[src/ctu_map.vh]
`ifndef CTU_MAP_VH
`define CTU_MAP_VH
// Register offsets (byte addresses, word aligned)
`define CTU_ADDR_EN_CLR      8'h00
`define CTU_ADDR_EN_SET      8'h04
`define CTU_ADDR_CTRL        8'h08
`define CTU_ADDR_WRAP        8'h0C
`define CTU_ADDR_CMP         8'h10
`define CTU_ADDR_CMP_BUF     8'h14
`define CTU_ADDR_TRIG_SRC    8'h18
`define CTU_ADDR_TRIG_EDGE   8'h1C
`define CTU_ADDR_CMD_START   8'h20
`define CTU_ADDR_CMD_CAPTURE 8'h24
`define CTU_ADDR_CMD_RELOAD  8'h28
`define CTU_ADDR_CMD_STOP    8'h2C
`define CTU_ADDR_STATUS      8'h30
`define CTU_ADDR_COUNT       8'h34
// Control register fields
`define CTU_CTRL_MODE_HI     26
`define CTU_CTRL_MODE_LO     24
`define CTU_CTRL_ONESHOT     18
`define CTU_CTRL_DIR_HI      17
`define CTU_CTRL_DIR_LO      16
`define CTU_CTRL_PRE_HI      15
`define CTU_CTRL_PRE_LO      8
`define CTU_CTRL_SWAP        0
// Operating modes
`define CTU_MODE_TIMER       3'h0
`define CTU_MODE_CAPTURE     3'h2
// Direction modes
`define CTU_DIR_UP           2'h0
`define CTU_DIR_DOWN         2'h1
`define CTU_DIR_UPDN1        2'h2
`define CTU_DIR_UPDN2        2'h3
// Edge detection modes
`define CTU_EDGE_RISE        2'h0
`define CTU_EDGE_FALL        2'h1
`define CTU_EDGE_BOTH        2'h2
`define CTU_EDGE_LEVEL       2'h3
// Event indices within trigger registers
`define CTU_EV_RELOAD        0
`define CTU_EV_START         1
`define CTU_EV_STOP          2
`define CTU_EV_CAPTURE       3
`define CTU_EV_COUNT         4
`define CTU_EV_NUM           5
// Trigger source field width, edge field width
`define CTU_SRC_W            4
`define CTU_EDGE_W           2
// Reset values and load constants
`define CTU_CTRL_RST         32'h0000_0000
`define CTU_TRIG_SRC_RST     32'h0000_0000
`define CTU_TRIG_EDGE_RST    32'h0000_0300
`define CTU_UPDN_LOAD        32'h0000_0001
// Output pulse length in system clocks
`define CTU_PULSE_CYC        2'h2
`endif

[src/ctu_counter_timer_capture.v]
// Strobed register access and the placing of the registers were chosen for this implementation.
`timescale 1ns/10ps
`include "ctu_map.vh"
module ctu_counter_timer_capture #(
  parameter CNT_W = 32,
  parameter TRIG_N = 16
) (
  // Clock and reset
  input  wire              clk_i,
  input  wire              resetn_i,
  // Register port
  input  wire [7:0]        addr_i,
  input  wire [31:0]       wdata_i,
  input  wire              wr_i,
  input  wire              rd_i,
  output reg  [31:0]       rdata_o,
  // Trigger inputs
  input  wire [TRIG_N-1:0] trig_i,
  // Event outputs
  output wire              top_wrap_event_o,
  output wire              bottom_wrap_event_o,
  output wire              compare_hit_event_o,
  output wire              terminal_event_o,
  output wire              running_o
);

  ////////////////////////////////////////////////////////////////
  // Registers
  reg              enable_ff;
  reg [31:0]       ctrl_ff;
  reg [CNT_W-1:0]  wrap_ff;
  reg [CNT_W-1:0]  cmp_ff;
  reg [CNT_W-1:0]  cmp_buf_ff;
  reg [31:0]       trig_src_ff;
  reg [31:0]       trig_edge_ff;
  reg [CNT_W-1:0]  count_ff;
  reg              running_ff;
  reg              dir_down_ff;
  reg [7:0]        pre_cnt_ff;
  reg [TRIG_N-1:0] trig_prev_ff;
  reg [`CTU_EV_NUM-1:0] pend_ff;
  reg [1:0]        ov_cnt_ff;
  reg [1:0]        un_cnt_ff;
  reg [1:0]        cc_cnt_ff;
  reg              tc_ff;

  wire [2:0] mode    = ctrl_ff[`CTU_CTRL_MODE_HI:`CTU_CTRL_MODE_LO];
  wire [1:0] dir     = ctrl_ff[`CTU_CTRL_DIR_HI:`CTU_CTRL_DIR_LO];
  wire [7:0] pre     = ctrl_ff[`CTU_CTRL_PRE_HI:`CTU_CTRL_PRE_LO];
  wire       oneshot = ctrl_ff[`CTU_CTRL_ONESHOT];
  wire       swap_en = ctrl_ff[`CTU_CTRL_SWAP];
  wire       is_cap  = (mode == `CTU_MODE_CAPTURE);
  wire       is_tmr  = (mode == `CTU_MODE_TIMER);

  // Up/down load value, cut to the counter width so a narrow counter still
  // starts at one rather than taking a silently truncated wider constant
  localparam [31:0] UPDN_LOAD = `CTU_UPDN_LOAD;

  // Decode one word-aligned register write
  function wr_hit;
    input [7:0] a;
    input [7:0] cmp_addr;
    begin
      wr_hit = (a == cmp_addr);
    end
  endfunction

  wire wr_en_clr  = wr_i & wr_hit(addr_i, `CTU_ADDR_EN_CLR) & wdata_i[0];
  wire wr_en_set  = wr_i & wr_hit(addr_i, `CTU_ADDR_EN_SET) & wdata_i[0];
  wire cmd_start  = wr_i & wr_hit(addr_i, `CTU_ADDR_CMD_START) & wdata_i[0];
  wire cmd_cap    = wr_i & wr_hit(addr_i, `CTU_ADDR_CMD_CAPTURE) & wdata_i[0];
  wire cmd_reload = wr_i & wr_hit(addr_i, `CTU_ADDR_CMD_RELOAD) & wdata_i[0];
  wire cmd_stop   = wr_i & wr_hit(addr_i, `CTU_ADDR_CMD_STOP) & wdata_i[0];

  ////////////////////////////////////////////////////////////////
  // Trigger selection and edge detection per event
  wire [`CTU_EV_NUM-1:0] ev_det;
  wire [`CTU_EV_NUM-1:0] ev_sw;
  assign ev_sw = {1'b0, cmd_cap, cmd_stop, cmd_start, cmd_reload};

  genvar g;
  generate
    for (g = 0; g < `CTU_EV_NUM; g = g + 1) begin : g_ev
      // Source fields sit one nibble apart so all five events fit one word
      wire [`CTU_SRC_W-1:0]  sel  = trig_src_ff[g*`CTU_SRC_W +: `CTU_SRC_W];
      wire [`CTU_EDGE_W-1:0] emod = trig_edge_ff[g*2 +: `CTU_EDGE_W];
      wire                   cur  = trig_i[sel];
      wire                   old  = trig_prev_ff[sel];
      reg                    det;
      // Edge mode chooses which transitions count
      always @* begin
        case (emod)
          `CTU_EDGE_RISE: det = cur & ~old;
          `CTU_EDGE_FALL: det = ~cur & old;
          `CTU_EDGE_BOTH: det = cur ^ old;
          default:        det = cur;
        endcase
      end
      assign ev_det[g] = det;
    end
  endgenerate

  ////////////////////////////////////////////////////////////////
  // Prescaler: one active count cycle every pre+1 clocks
  // Divider parks at zero while stopped, so the first period is full length
  wire pre_tick = (pre_cnt_ff == pre);
  always @(posedge clk_i or negedge resetn_i) begin
    if (!resetn_i) begin
      pre_cnt_ff <= 8'h00;
    end else if (!running_ff || pre_tick) begin
      pre_cnt_ff <= 8'h00;
    end else begin
      pre_cnt_ff <= pre_cnt_ff + 8'h01;
    end
  end

  // Count event qualified by the prescaler
  wire count_lvl = ev_det[`CTU_EV_COUNT];
  wire active    = pre_tick & count_lvl;

  ////////////////////////////////////////////////////////////////
  // Pending events: capture held until the next active cycle, reload until the count level
  wire [`CTU_EV_NUM-1:0] ev_in = ev_det | ev_sw;
  wire cap_edge_both = (trig_edge_ff[`CTU_EV_CAPTURE*2 +: `CTU_EDGE_W] == `CTU_EDGE_BOTH);
  wire reload_now = enable_ff & ~running_ff & (pend_ff[`CTU_EV_RELOAD] | ev_in[`CTU_EV_RELOAD])
                    & count_lvl;
  wire start_now  = enable_ff & ~running_ff & (pend_ff[`CTU_EV_START] | ev_in[`CTU_EV_START]);
  wire stop_now   = pend_ff[`CTU_EV_STOP] | ev_in[`CTU_EV_STOP];
  // Both-edge mode: a second edge cancels one already pending
  wire cap_req    = pend_ff[`CTU_EV_CAPTURE] ^ (cap_edge_both & ev_det[`CTU_EV_CAPTURE])
                    | (~cap_edge_both & ev_det[`CTU_EV_CAPTURE]) | cmd_cap;
  wire cap_now    = is_cap & running_ff & active & cap_req;

  // Pending flags: consume wins over set in the same cycle
  always @(posedge clk_i or negedge resetn_i) begin
    if (!resetn_i) begin
      pend_ff <= {`CTU_EV_NUM{1'b0}};
    end else begin
      pend_ff[`CTU_EV_RELOAD] <= enable_ff & ~running_ff & (pend_ff[`CTU_EV_RELOAD] | ev_in[`CTU_EV_RELOAD])
                                 & ~count_lvl;
      // Start and stop act at once; only reload and capture wait
      pend_ff[`CTU_EV_START]  <= 1'b0;
      pend_ff[`CTU_EV_STOP]   <= 1'b0;
      // Edges fold into one flag; both-edge mode toggles for parity
      if (!is_cap || !enable_ff) begin
        pend_ff[`CTU_EV_CAPTURE] <= 1'b0;
      end else if (active && running_ff) begin
        pend_ff[`CTU_EV_CAPTURE] <= 1'b0;
      end else begin
        pend_ff[`CTU_EV_CAPTURE] <= cap_req;
      end
      pend_ff[`CTU_EV_COUNT] <= 1'b0;
    end
  end

  ////////////////////////////////////////////////////////////////
  // Counter core
  wire at_zero  = (count_ff == {CNT_W{1'b0}});
  wire at_limit = (count_ff == wrap_ff);
  wire step     = running_ff & active;
  // Wraps come from the value being left, not the value reached
  wire ov_ev    = step & ~dir_down_ff & at_limit;
  wire un_ev    = step & dir_down_ff & at_zero;
  wire match_tm = is_tmr & step & (count_ff == cmp_ff);
  wire cc_ev    = is_cap ? cap_now : match_tm;
  reg  tc_ev;
  // Terminal event per direction mode
  always @* begin
    case (dir)
      `CTU_DIR_UP:    tc_ev = ov_ev;
      `CTU_DIR_UPDN2: tc_ev = ov_ev | un_ev;
      default:        tc_ev = un_ev;
    endcase
  end
  // One-shot halts on the wrap that ends a single period
  wire os_stop = oneshot & ((dir == `CTU_DIR_UP) ? ov_ev : un_ev);

  reg [CNT_W-1:0] nxt_count;
  reg             nxt_dir_down;
  // Next count and direction from the direction mode
  always @* begin
    nxt_count    = count_ff;
    nxt_dir_down = dir_down_ff;
    if (reload_now) begin
      case (dir)
        `CTU_DIR_UP: begin
          nxt_count    = {CNT_W{1'b0}};
          nxt_dir_down = 1'b0;
        end
        `CTU_DIR_DOWN: begin
          nxt_count    = wrap_ff;
          nxt_dir_down = 1'b1;
        end
        default: begin
          nxt_count    = UPDN_LOAD[CNT_W-1:0];
          nxt_dir_down = 1'b0;
        end
      endcase
    end else if (start_now) begin
      if (dir == `CTU_DIR_UP) begin
        nxt_dir_down = 1'b0;
      end else if (dir == `CTU_DIR_DOWN) begin
        nxt_dir_down = 1'b1;
      end
    end else if (step) begin
      case (dir)
        `CTU_DIR_UP:   nxt_count = at_limit ? {CNT_W{1'b0}} : count_ff + 1'b1;
        `CTU_DIR_DOWN: nxt_count = at_zero ? wrap_ff : count_ff - 1'b1;
        default: begin
          // Turn around at either end without stopping
          if (!dir_down_ff && at_limit) begin
            nxt_count    = count_ff - 1'b1;
            nxt_dir_down = 1'b1;
          end else if (dir_down_ff && at_zero) begin
            nxt_count    = count_ff + 1'b1;
            nxt_dir_down = 1'b0;
          end else begin
            nxt_count = dir_down_ff ? count_ff - 1'b1 : count_ff + 1'b1;
          end
        end
      endcase
    end
  end

  // Run state, count and direction
  always @(posedge clk_i or negedge resetn_i) begin
    if (!resetn_i) begin
      running_ff  <= 1'b0;
      count_ff    <= {CNT_W{1'b0}};
      dir_down_ff <= 1'b0;
    end else begin
      count_ff    <= nxt_count;
      dir_down_ff <= nxt_dir_down;
      // Stop outranks reload and start, so both together leave it halted
      if (!enable_ff || stop_now || os_stop) begin
        running_ff <= 1'b0;
      end else if (reload_now || start_now) begin
        running_ff <= 1'b1;
      end
    end
  end

  ////////////////////////////////////////////////////////////////
  // Register writes and compare updates
  always @(posedge clk_i or negedge resetn_i) begin
    if (!resetn_i) begin
      enable_ff    <= 1'b0;
      ctrl_ff      <= `CTU_CTRL_RST;
      wrap_ff      <= {CNT_W{1'b0}};
      cmp_ff       <= {CNT_W{1'b0}};
      cmp_buf_ff   <= {CNT_W{1'b0}};
      trig_src_ff  <= `CTU_TRIG_SRC_RST;
      trig_edge_ff <= `CTU_TRIG_EDGE_RST;
    end else begin
      // Clear wins when set and clear land together
      if (wr_en_clr) begin
        enable_ff <= 1'b0;
      end else if (wr_en_set) begin
        enable_ff <= 1'b1;
      end
      if (wr_i && wr_hit(addr_i, `CTU_ADDR_CTRL)) begin
        ctrl_ff <= wdata_i;
      end
      if (wr_i && wr_hit(addr_i, `CTU_ADDR_WRAP)) begin
        wrap_ff <= wdata_i[CNT_W-1:0];
      end
      if (wr_i && wr_hit(addr_i, `CTU_ADDR_TRIG_SRC)) begin
        trig_src_ff <= wdata_i;
      end
      if (wr_i && wr_hit(addr_i, `CTU_ADDR_TRIG_EDGE)) begin
        trig_edge_ff <= wdata_i;
      end
      // Hardware update beats a software write in the same cycle
      if (cap_now) begin
        cmp_ff     <= count_ff;
        cmp_buf_ff <= cmp_ff;
      end else if (match_tm && swap_en) begin
        cmp_ff     <= cmp_buf_ff;
        cmp_buf_ff <= cmp_ff;
      end else begin
        if (wr_i && wr_hit(addr_i, `CTU_ADDR_CMP)) begin
          cmp_ff <= wdata_i[CNT_W-1:0];
        end
        if (wr_i && wr_hit(addr_i, `CTU_ADDR_CMP_BUF)) begin
          cmp_buf_ff <= wdata_i[CNT_W-1:0];
        end
      end
    end
  end

  ////////////////////////////////////////////////////////////////
  // Trigger history, two-clock wrap and compare pulses, one-clock terminal
  always @(posedge clk_i or negedge resetn_i) begin
    if (!resetn_i) begin
      trig_prev_ff <= {TRIG_N{1'b0}};
      ov_cnt_ff    <= 2'h0;
      un_cnt_ff    <= 2'h0;
      cc_cnt_ff    <= 2'h0;
      tc_ff        <= 1'b0;
    end else begin
      trig_prev_ff <= trig_i;
      // A new event restarts a pulse, so events up to two clocks apart merge
      ov_cnt_ff    <= ov_ev ? `CTU_PULSE_CYC : (ov_cnt_ff - {1'b0, |ov_cnt_ff});
      un_cnt_ff    <= un_ev ? `CTU_PULSE_CYC : (un_cnt_ff - {1'b0, |un_cnt_ff});
      cc_cnt_ff    <= cc_ev ? `CTU_PULSE_CYC : (cc_cnt_ff - {1'b0, |cc_cnt_ff});
      // Terminal stays a single-cycle pulse
      tc_ff        <= tc_ev;
    end
  end

  assign top_wrap_event_o    = |ov_cnt_ff;
  assign bottom_wrap_event_o = |un_cnt_ff;
  assign compare_hit_event_o = |cc_cnt_ff;
  assign terminal_event_o    = tc_ff;
  assign running_o           = running_ff;

  ////////////////////////////////////////////////////////////////
  // Read port: data one cycle after the strobe
  // Idle cycles return zero so a stale word is never taken for an answer
  reg [31:0] nxt_rdata;
  always @* begin
    nxt_rdata = 32'h0000_0000;
    case (addr_i)
      `CTU_ADDR_EN_SET,
      `CTU_ADDR_EN_CLR:    nxt_rdata = {31'h0, enable_ff};
      `CTU_ADDR_CTRL:      nxt_rdata = ctrl_ff;
      `CTU_ADDR_WRAP:      nxt_rdata[CNT_W-1:0] = wrap_ff;
      `CTU_ADDR_CMP:       nxt_rdata[CNT_W-1:0] = cmp_ff;
      `CTU_ADDR_CMP_BUF:   nxt_rdata[CNT_W-1:0] = cmp_buf_ff;
      `CTU_ADDR_TRIG_SRC:  nxt_rdata = trig_src_ff;
      `CTU_ADDR_TRIG_EDGE: nxt_rdata = trig_edge_ff;
      `CTU_ADDR_STATUS:    nxt_rdata = {30'h0, dir_down_ff, running_ff};
      `CTU_ADDR_COUNT:     nxt_rdata[CNT_W-1:0] = count_ff;
      default:             nxt_rdata = 32'h0000_0000;
    endcase
  end

  always @(posedge clk_i or negedge resetn_i) begin
    if (!resetn_i) begin
      rdata_o <= 32'h0000_0000;
    end else if (rd_i) begin
      rdata_o <= nxt_rdata;
    end else begin
      rdata_o <= 32'h0000_0000;
    end
  end

endmodule // ctu_counter_timer_capture

[config.mk]
export PLATFORM = sky130hd
export DESIGN_NAME = ctu_counter_timer_capture
export DESIGN_NICKNAME = d
export VERILOG_FILES = /design/src/ctu_counter_timer_capture.v
export VERILOG_INCLUDE_DIRS = /design/src
export SDC_FILE = /design/constraint.sdc
export NUM_CORES = 1
export LEC_CHECK = 0
export BUFFER_PORTS_ARGS = -buffer_cell sky130_fd_sc_hd__buf_4
export CORE_MARGIN = 1.5
export CORE_UTILIZATION = 55
export CTS_CLUSTER_DIAMETER = 50
export DETAILED_ROUTE_END_ITERATION = 12
export GPL_TIMING_DRIVEN = 0
export PLACE_DENSITY_LB_ADDON = 0.2
export SLEW_MARGIN = 15
export SYNTH_ARGS = -nofsm -noshare
export SYNTH_HDL_FRONTEND = slang
export SYNTH_SLANG_ARGS = --single-unit
[constraint.sdc]
create_clock -name clk_i -period 5.69 [get_ports clk_i]
set_input_delay 0.569 -clock clk_i [delete_from_list [all_inputs] [get_ports clk_i]]
set_output_delay 0.569 -clock clk_i [all_outputs]
set_load 0.01 [all_outputs]
==> parameters.txt <==
Parameter                              Value

Run status
  Outcome    complete, no violations

Floorplan
  Initial Util    56.0%
  DIE HEIGHT    180 µm
  Std-Cell Core Area    0.0307 mm²
  Row count    64
  Num ports    97
  X dimension of the die    180 µm
  Die Outline Area    0.0323 mm²

Detailed routing
  Post-DR wirelength/cell    29.4 µm
  1st-pass router iterations    6
  DRT antenna net count    0
  DRT iter0 DRCs    2,180
  Count of vias placed by the detailed router    15,600
  DRC    0
  Final Routed Wirelength    64.0 mm
  Avg Vias per Cell    7.15

Critical path
  Required time of the worst setup path    6.14 ns
  Critical path launch point type    flip-flop
  Data arrival time of the worst path    5.73 ns
  Top fanout value on the critical path    10
  Category of the critical setup timing path    flip-flop to flip-flop
  Logic depth of the worst register-to-register path    16
  Reg-to-Reg End    count_ff[21]
  Worst reg2reg path startpoint    trig_src_ff[1]
  Critical Path End Type    flip-flop
  Worst setup slack for register-to-register paths    0.41 ns

Clock network
  Clock insertion delay at the later pin of the skew report    0.56 ns
  CTS HTree Levels    2
  Root Buffer Master    sky130_fd_sc_hd__clkbuf_16
  Total clock buffers created by CTS    38
  Clock tree from TritonCTS    done
  Clock Tree Buf Depth    3
  Sink Count    292
  Number of buffers inserted by post-CTS setup repair    0
  Clk slew on worst S/H paths    0.06 ns
  Number of hold buffers added after CTS    0
  Number of gates given a new drive strength after cts    0

Synth
  Cells taking the most area after synthesis    sky130_fd_sc_hd__dfrtp_1 (42%), sky130_fd_sc_hd__mux2_2 (11%), sky130_fd_sc_hd__mux4_2 (5.8%)
  Synth warnings    0
  Most instantiated library cell after synthesis    sky130_fd_sc_hd__dfrtp_1
  Post-Synthesis Net Count    1,691
  Fraction of the yosys area taken by sequential cells    42.6%
  Unique cell type count in the Yosys netlist    66
  Commonest cells in the synthesized netlist    sky130_fd_sc_hd__dfrtp_1 (290), sky130_fd_sc_hd__mux2_2 (164), sky130_fd_sc_hd__clkbuf_1 (96)
  Flip-flop and latch count after synthesis    292
  Most used flip-flop cell after synthesis    sky130_fd_sc_hd__dfrtp_1
  Post-synthesis cell type with the largest combined area    sky130_fd_sc_hd__dfrtp_1
  Fraction of synthesized cell area taken by the top area cell type    42.2%
  Number of instances in the synthesized netlist    1,615
  Avg Inst Size Synth    10.6 µm²
  Asr flop ratio synth    100%
  Post-synthesis instance area    0.0172 mm²
  Number of enable flip-flop cells after synthesis    0

Place
  Post-placement worst setup slack    0.542 ns
  Port Buf Inserts    94
  Placer's final routability congestion estimate    0.977
  Dpl hpwl    46.1 mm

Pwr
  Total power per unit cell area    268 mW/mm²
  Switching Power    1.48 mW
  Switching fraction of total power    28.1%
  Combinational group share of total power    11.7%
  Power share of the sequential group    42.8%
  Cell Int Power    3.80 mW
  VDD IR-drop max    232 µV
  Leakage power    9.39 nW
  Part of the total power dissipated in the clock network    45.5%

STA
  Final setup violation count    0
  Post-route clock period utilization    92.7%
  Number of hold-slack violations in the final timing report    0
  Post-layout minimum cycle time    5.28 ns
  Post-Route Skew    0.0300 ns
  Unrepaired setup endpoints after global routing    no
  Count of final max-slew check failures    0
  Max frequency    190 MHz
  Final worst slack    0.413 ns
  Sum Neg Setup Slack    0 ns
  Tightest Pin Transition    1.10 ns
  Worst slew margin relative to its limit    25.9%

GRT
  Residual overflow from global routing    0
  Via count of the first global-routing pass    15,200
  Pin count of the biggest net entering global routing    103
  Number of antenna violations at the first check in global routing    0
  Global Route Usage Sum    39.5%
  Global-route wire length before repair    96.7 mm

Finish
  Fraction of final layout cells sized beyond drive strength 1    22.4%
  Final net count    1,829
  Diodes inserted    0
  Area growth from synthesis to layout    14.9%

Hold path
  Type of the tightest min-delay check    input port to asynchronous set/reset pin

Run
  Number of max-capacitance violations reported    0
==> registers in the layout (all words and copies together), names as in the netlist, 2 cells and up <==
name	flops
cmp_buf_ff	32
cmp_ff	32
count_ff	32
ctrl_ff	32
rdata_o	32
trig_edge_ff	32
trig_src_ff	32
wrap_ff	32
trig_prev_ff	16
pre_cnt_ff	8
cc_cnt_ff	2
ov_cnt_ff	2
pend_ff	2
un_cnt_ff	2
==> stage by stage <==
stage,instances,cell area [µm²],utilization [%],hold WS [ns],total power [mW]
detailed placement,2109,18500,60.3,0.454,2.89
CTS,2178,19700,64.4,0.0584,5.27
global placement,2105,18400,59.9,0.435,2.87
finish,2178,19700,64.4,0.0189,5.28
floorplan,1615,17200,-,0.273,2.61
global route,2178,19700,64.4,0.0840,5.43
==> worst max-delay path, stage by stage (launching register included) <==
cell and delay [ns]:
sky130_fd_sc_hd__dfrtp_1 0.32, sky130_fd_sc_hd__clkbuf_1 0.54, sky130_fd_sc_hd__mux4_2 0.42, sky130_fd_sc_hd__mux2i_1 0.40, sky130_fd_sc_hd__nand2_1 0.10, sky130_fd_sc_hd__o21ai_0 0.13, sky130_fd_sc_hd__inv_1 0.07, sky130_fd_sc_hd__ha_1 0.19
sky130_fd_sc_hd__mux2i_1 0.12, sky130_fd_sc_hd__nor2_1 0.05, sky130_fd_sc_hd__o41ai_1 0.53, sky130_fd_sc_hd__nand2_1 0.25, sky130_fd_sc_hd__nand2_1 0.36, sky130_fd_sc_hd__clkbuf_1 0.55, sky130_fd_sc_hd__clkbuf_1 0.66, sky130_fd_sc_hd__o21ai_0 0.20
sky130_fd_sc_hd__o21ai_0 0.24
==> layout by cell type (no fill, tap or decap), drive strengths merged, types with 10 or more instances in the layout <==
cell type | Yosys | layout
dfrtp | 290 | 290
mux2 | 164 | 164
clkbuf | 96 | 150
buf | 44 | 142
a21oi | 92 | 92
nor2 | 89 | 89
xor2 | 89 | 89
nand2 | 84 | 84
mux2i | 73 | 73
a31oi | 70 | 70
a22oi | 69 | 69
o21ai | 50 | 50
mux4 | 44 | 44
nand3 | 44 | 44
nor4 | 34 | 34
a222oi | 31 | 31
inv | 22 | 30
nor3 | 26 | 26
ha | 16 | 16
and3 | 15 | 15
nand4 | 15 | 15
xnor2 | 11 | 11
or3 | 10 | 10
==> power by group through the flow <==
stage / Clock (mW) / Combinational [mW] / Sequential (mW)
6_report: 2.40 / 0.618 / 2.26
5_1_grt: 2.50 / 0.662 / 2.27
4_1_cts: 2.41 / 0.604 / 2.26
3_5_place_dp: 0 / 0.600 / 2.29
3_3_place_gp: 0 / 0.579 / 2.29
2_1_floorplan: 0 / 0.359 / 2.25
==> worst max path at each step <==
stage,to,slack [ns],start
floorplan,cmp_buf_ff[14],1.95,trig_src_ff[16]
global placement,cmp_buf_ff[19],0.49,trig_src_ff[16]
detailed placement,count_ff[21],0.54,trig_src_ff[1]
CTS,count_ff[21],0.53,trig_src_ff[1]
global route,count_ff[21],0.12,trig_src_ff[1]
finish,count_ff[21],0.41,trig_src_ff[1]
==> final cells by class <==
cell class	instances	area, µm²
plain buffers	140	558
clock inverters	15	178
well taps	396	495
fillers	2459	10900
inverters	22	82.6
flip-flops and latches	292	7310
repair buffers	98	803
clock buffers	54	1070
multi-input cells	1161	9240
==> logic make-up after synthesis <==
logic type               after synthesis  share of synthesized area, %
buffers and inverters                162                          3.73
AND/OR/NAND/NOR                      363                          10.8
adder cells (fa/ha/maj)               16                          1.17
AO/OA/AOI/OAI                        401                          15.9
flip-flops                           292                          42.6
XOR/XNOR                             100                          5.10
multiplexers                         281                          20.8
==> metal layers <==
layer,GRT usage [%],routed length [µm]
met1,54.1,24800
met2,57.1,27500
met3,10.1,7820
met4,22.5,3890
met5,0,0
No activity file was read; power rests on OpenSTA's default activity.
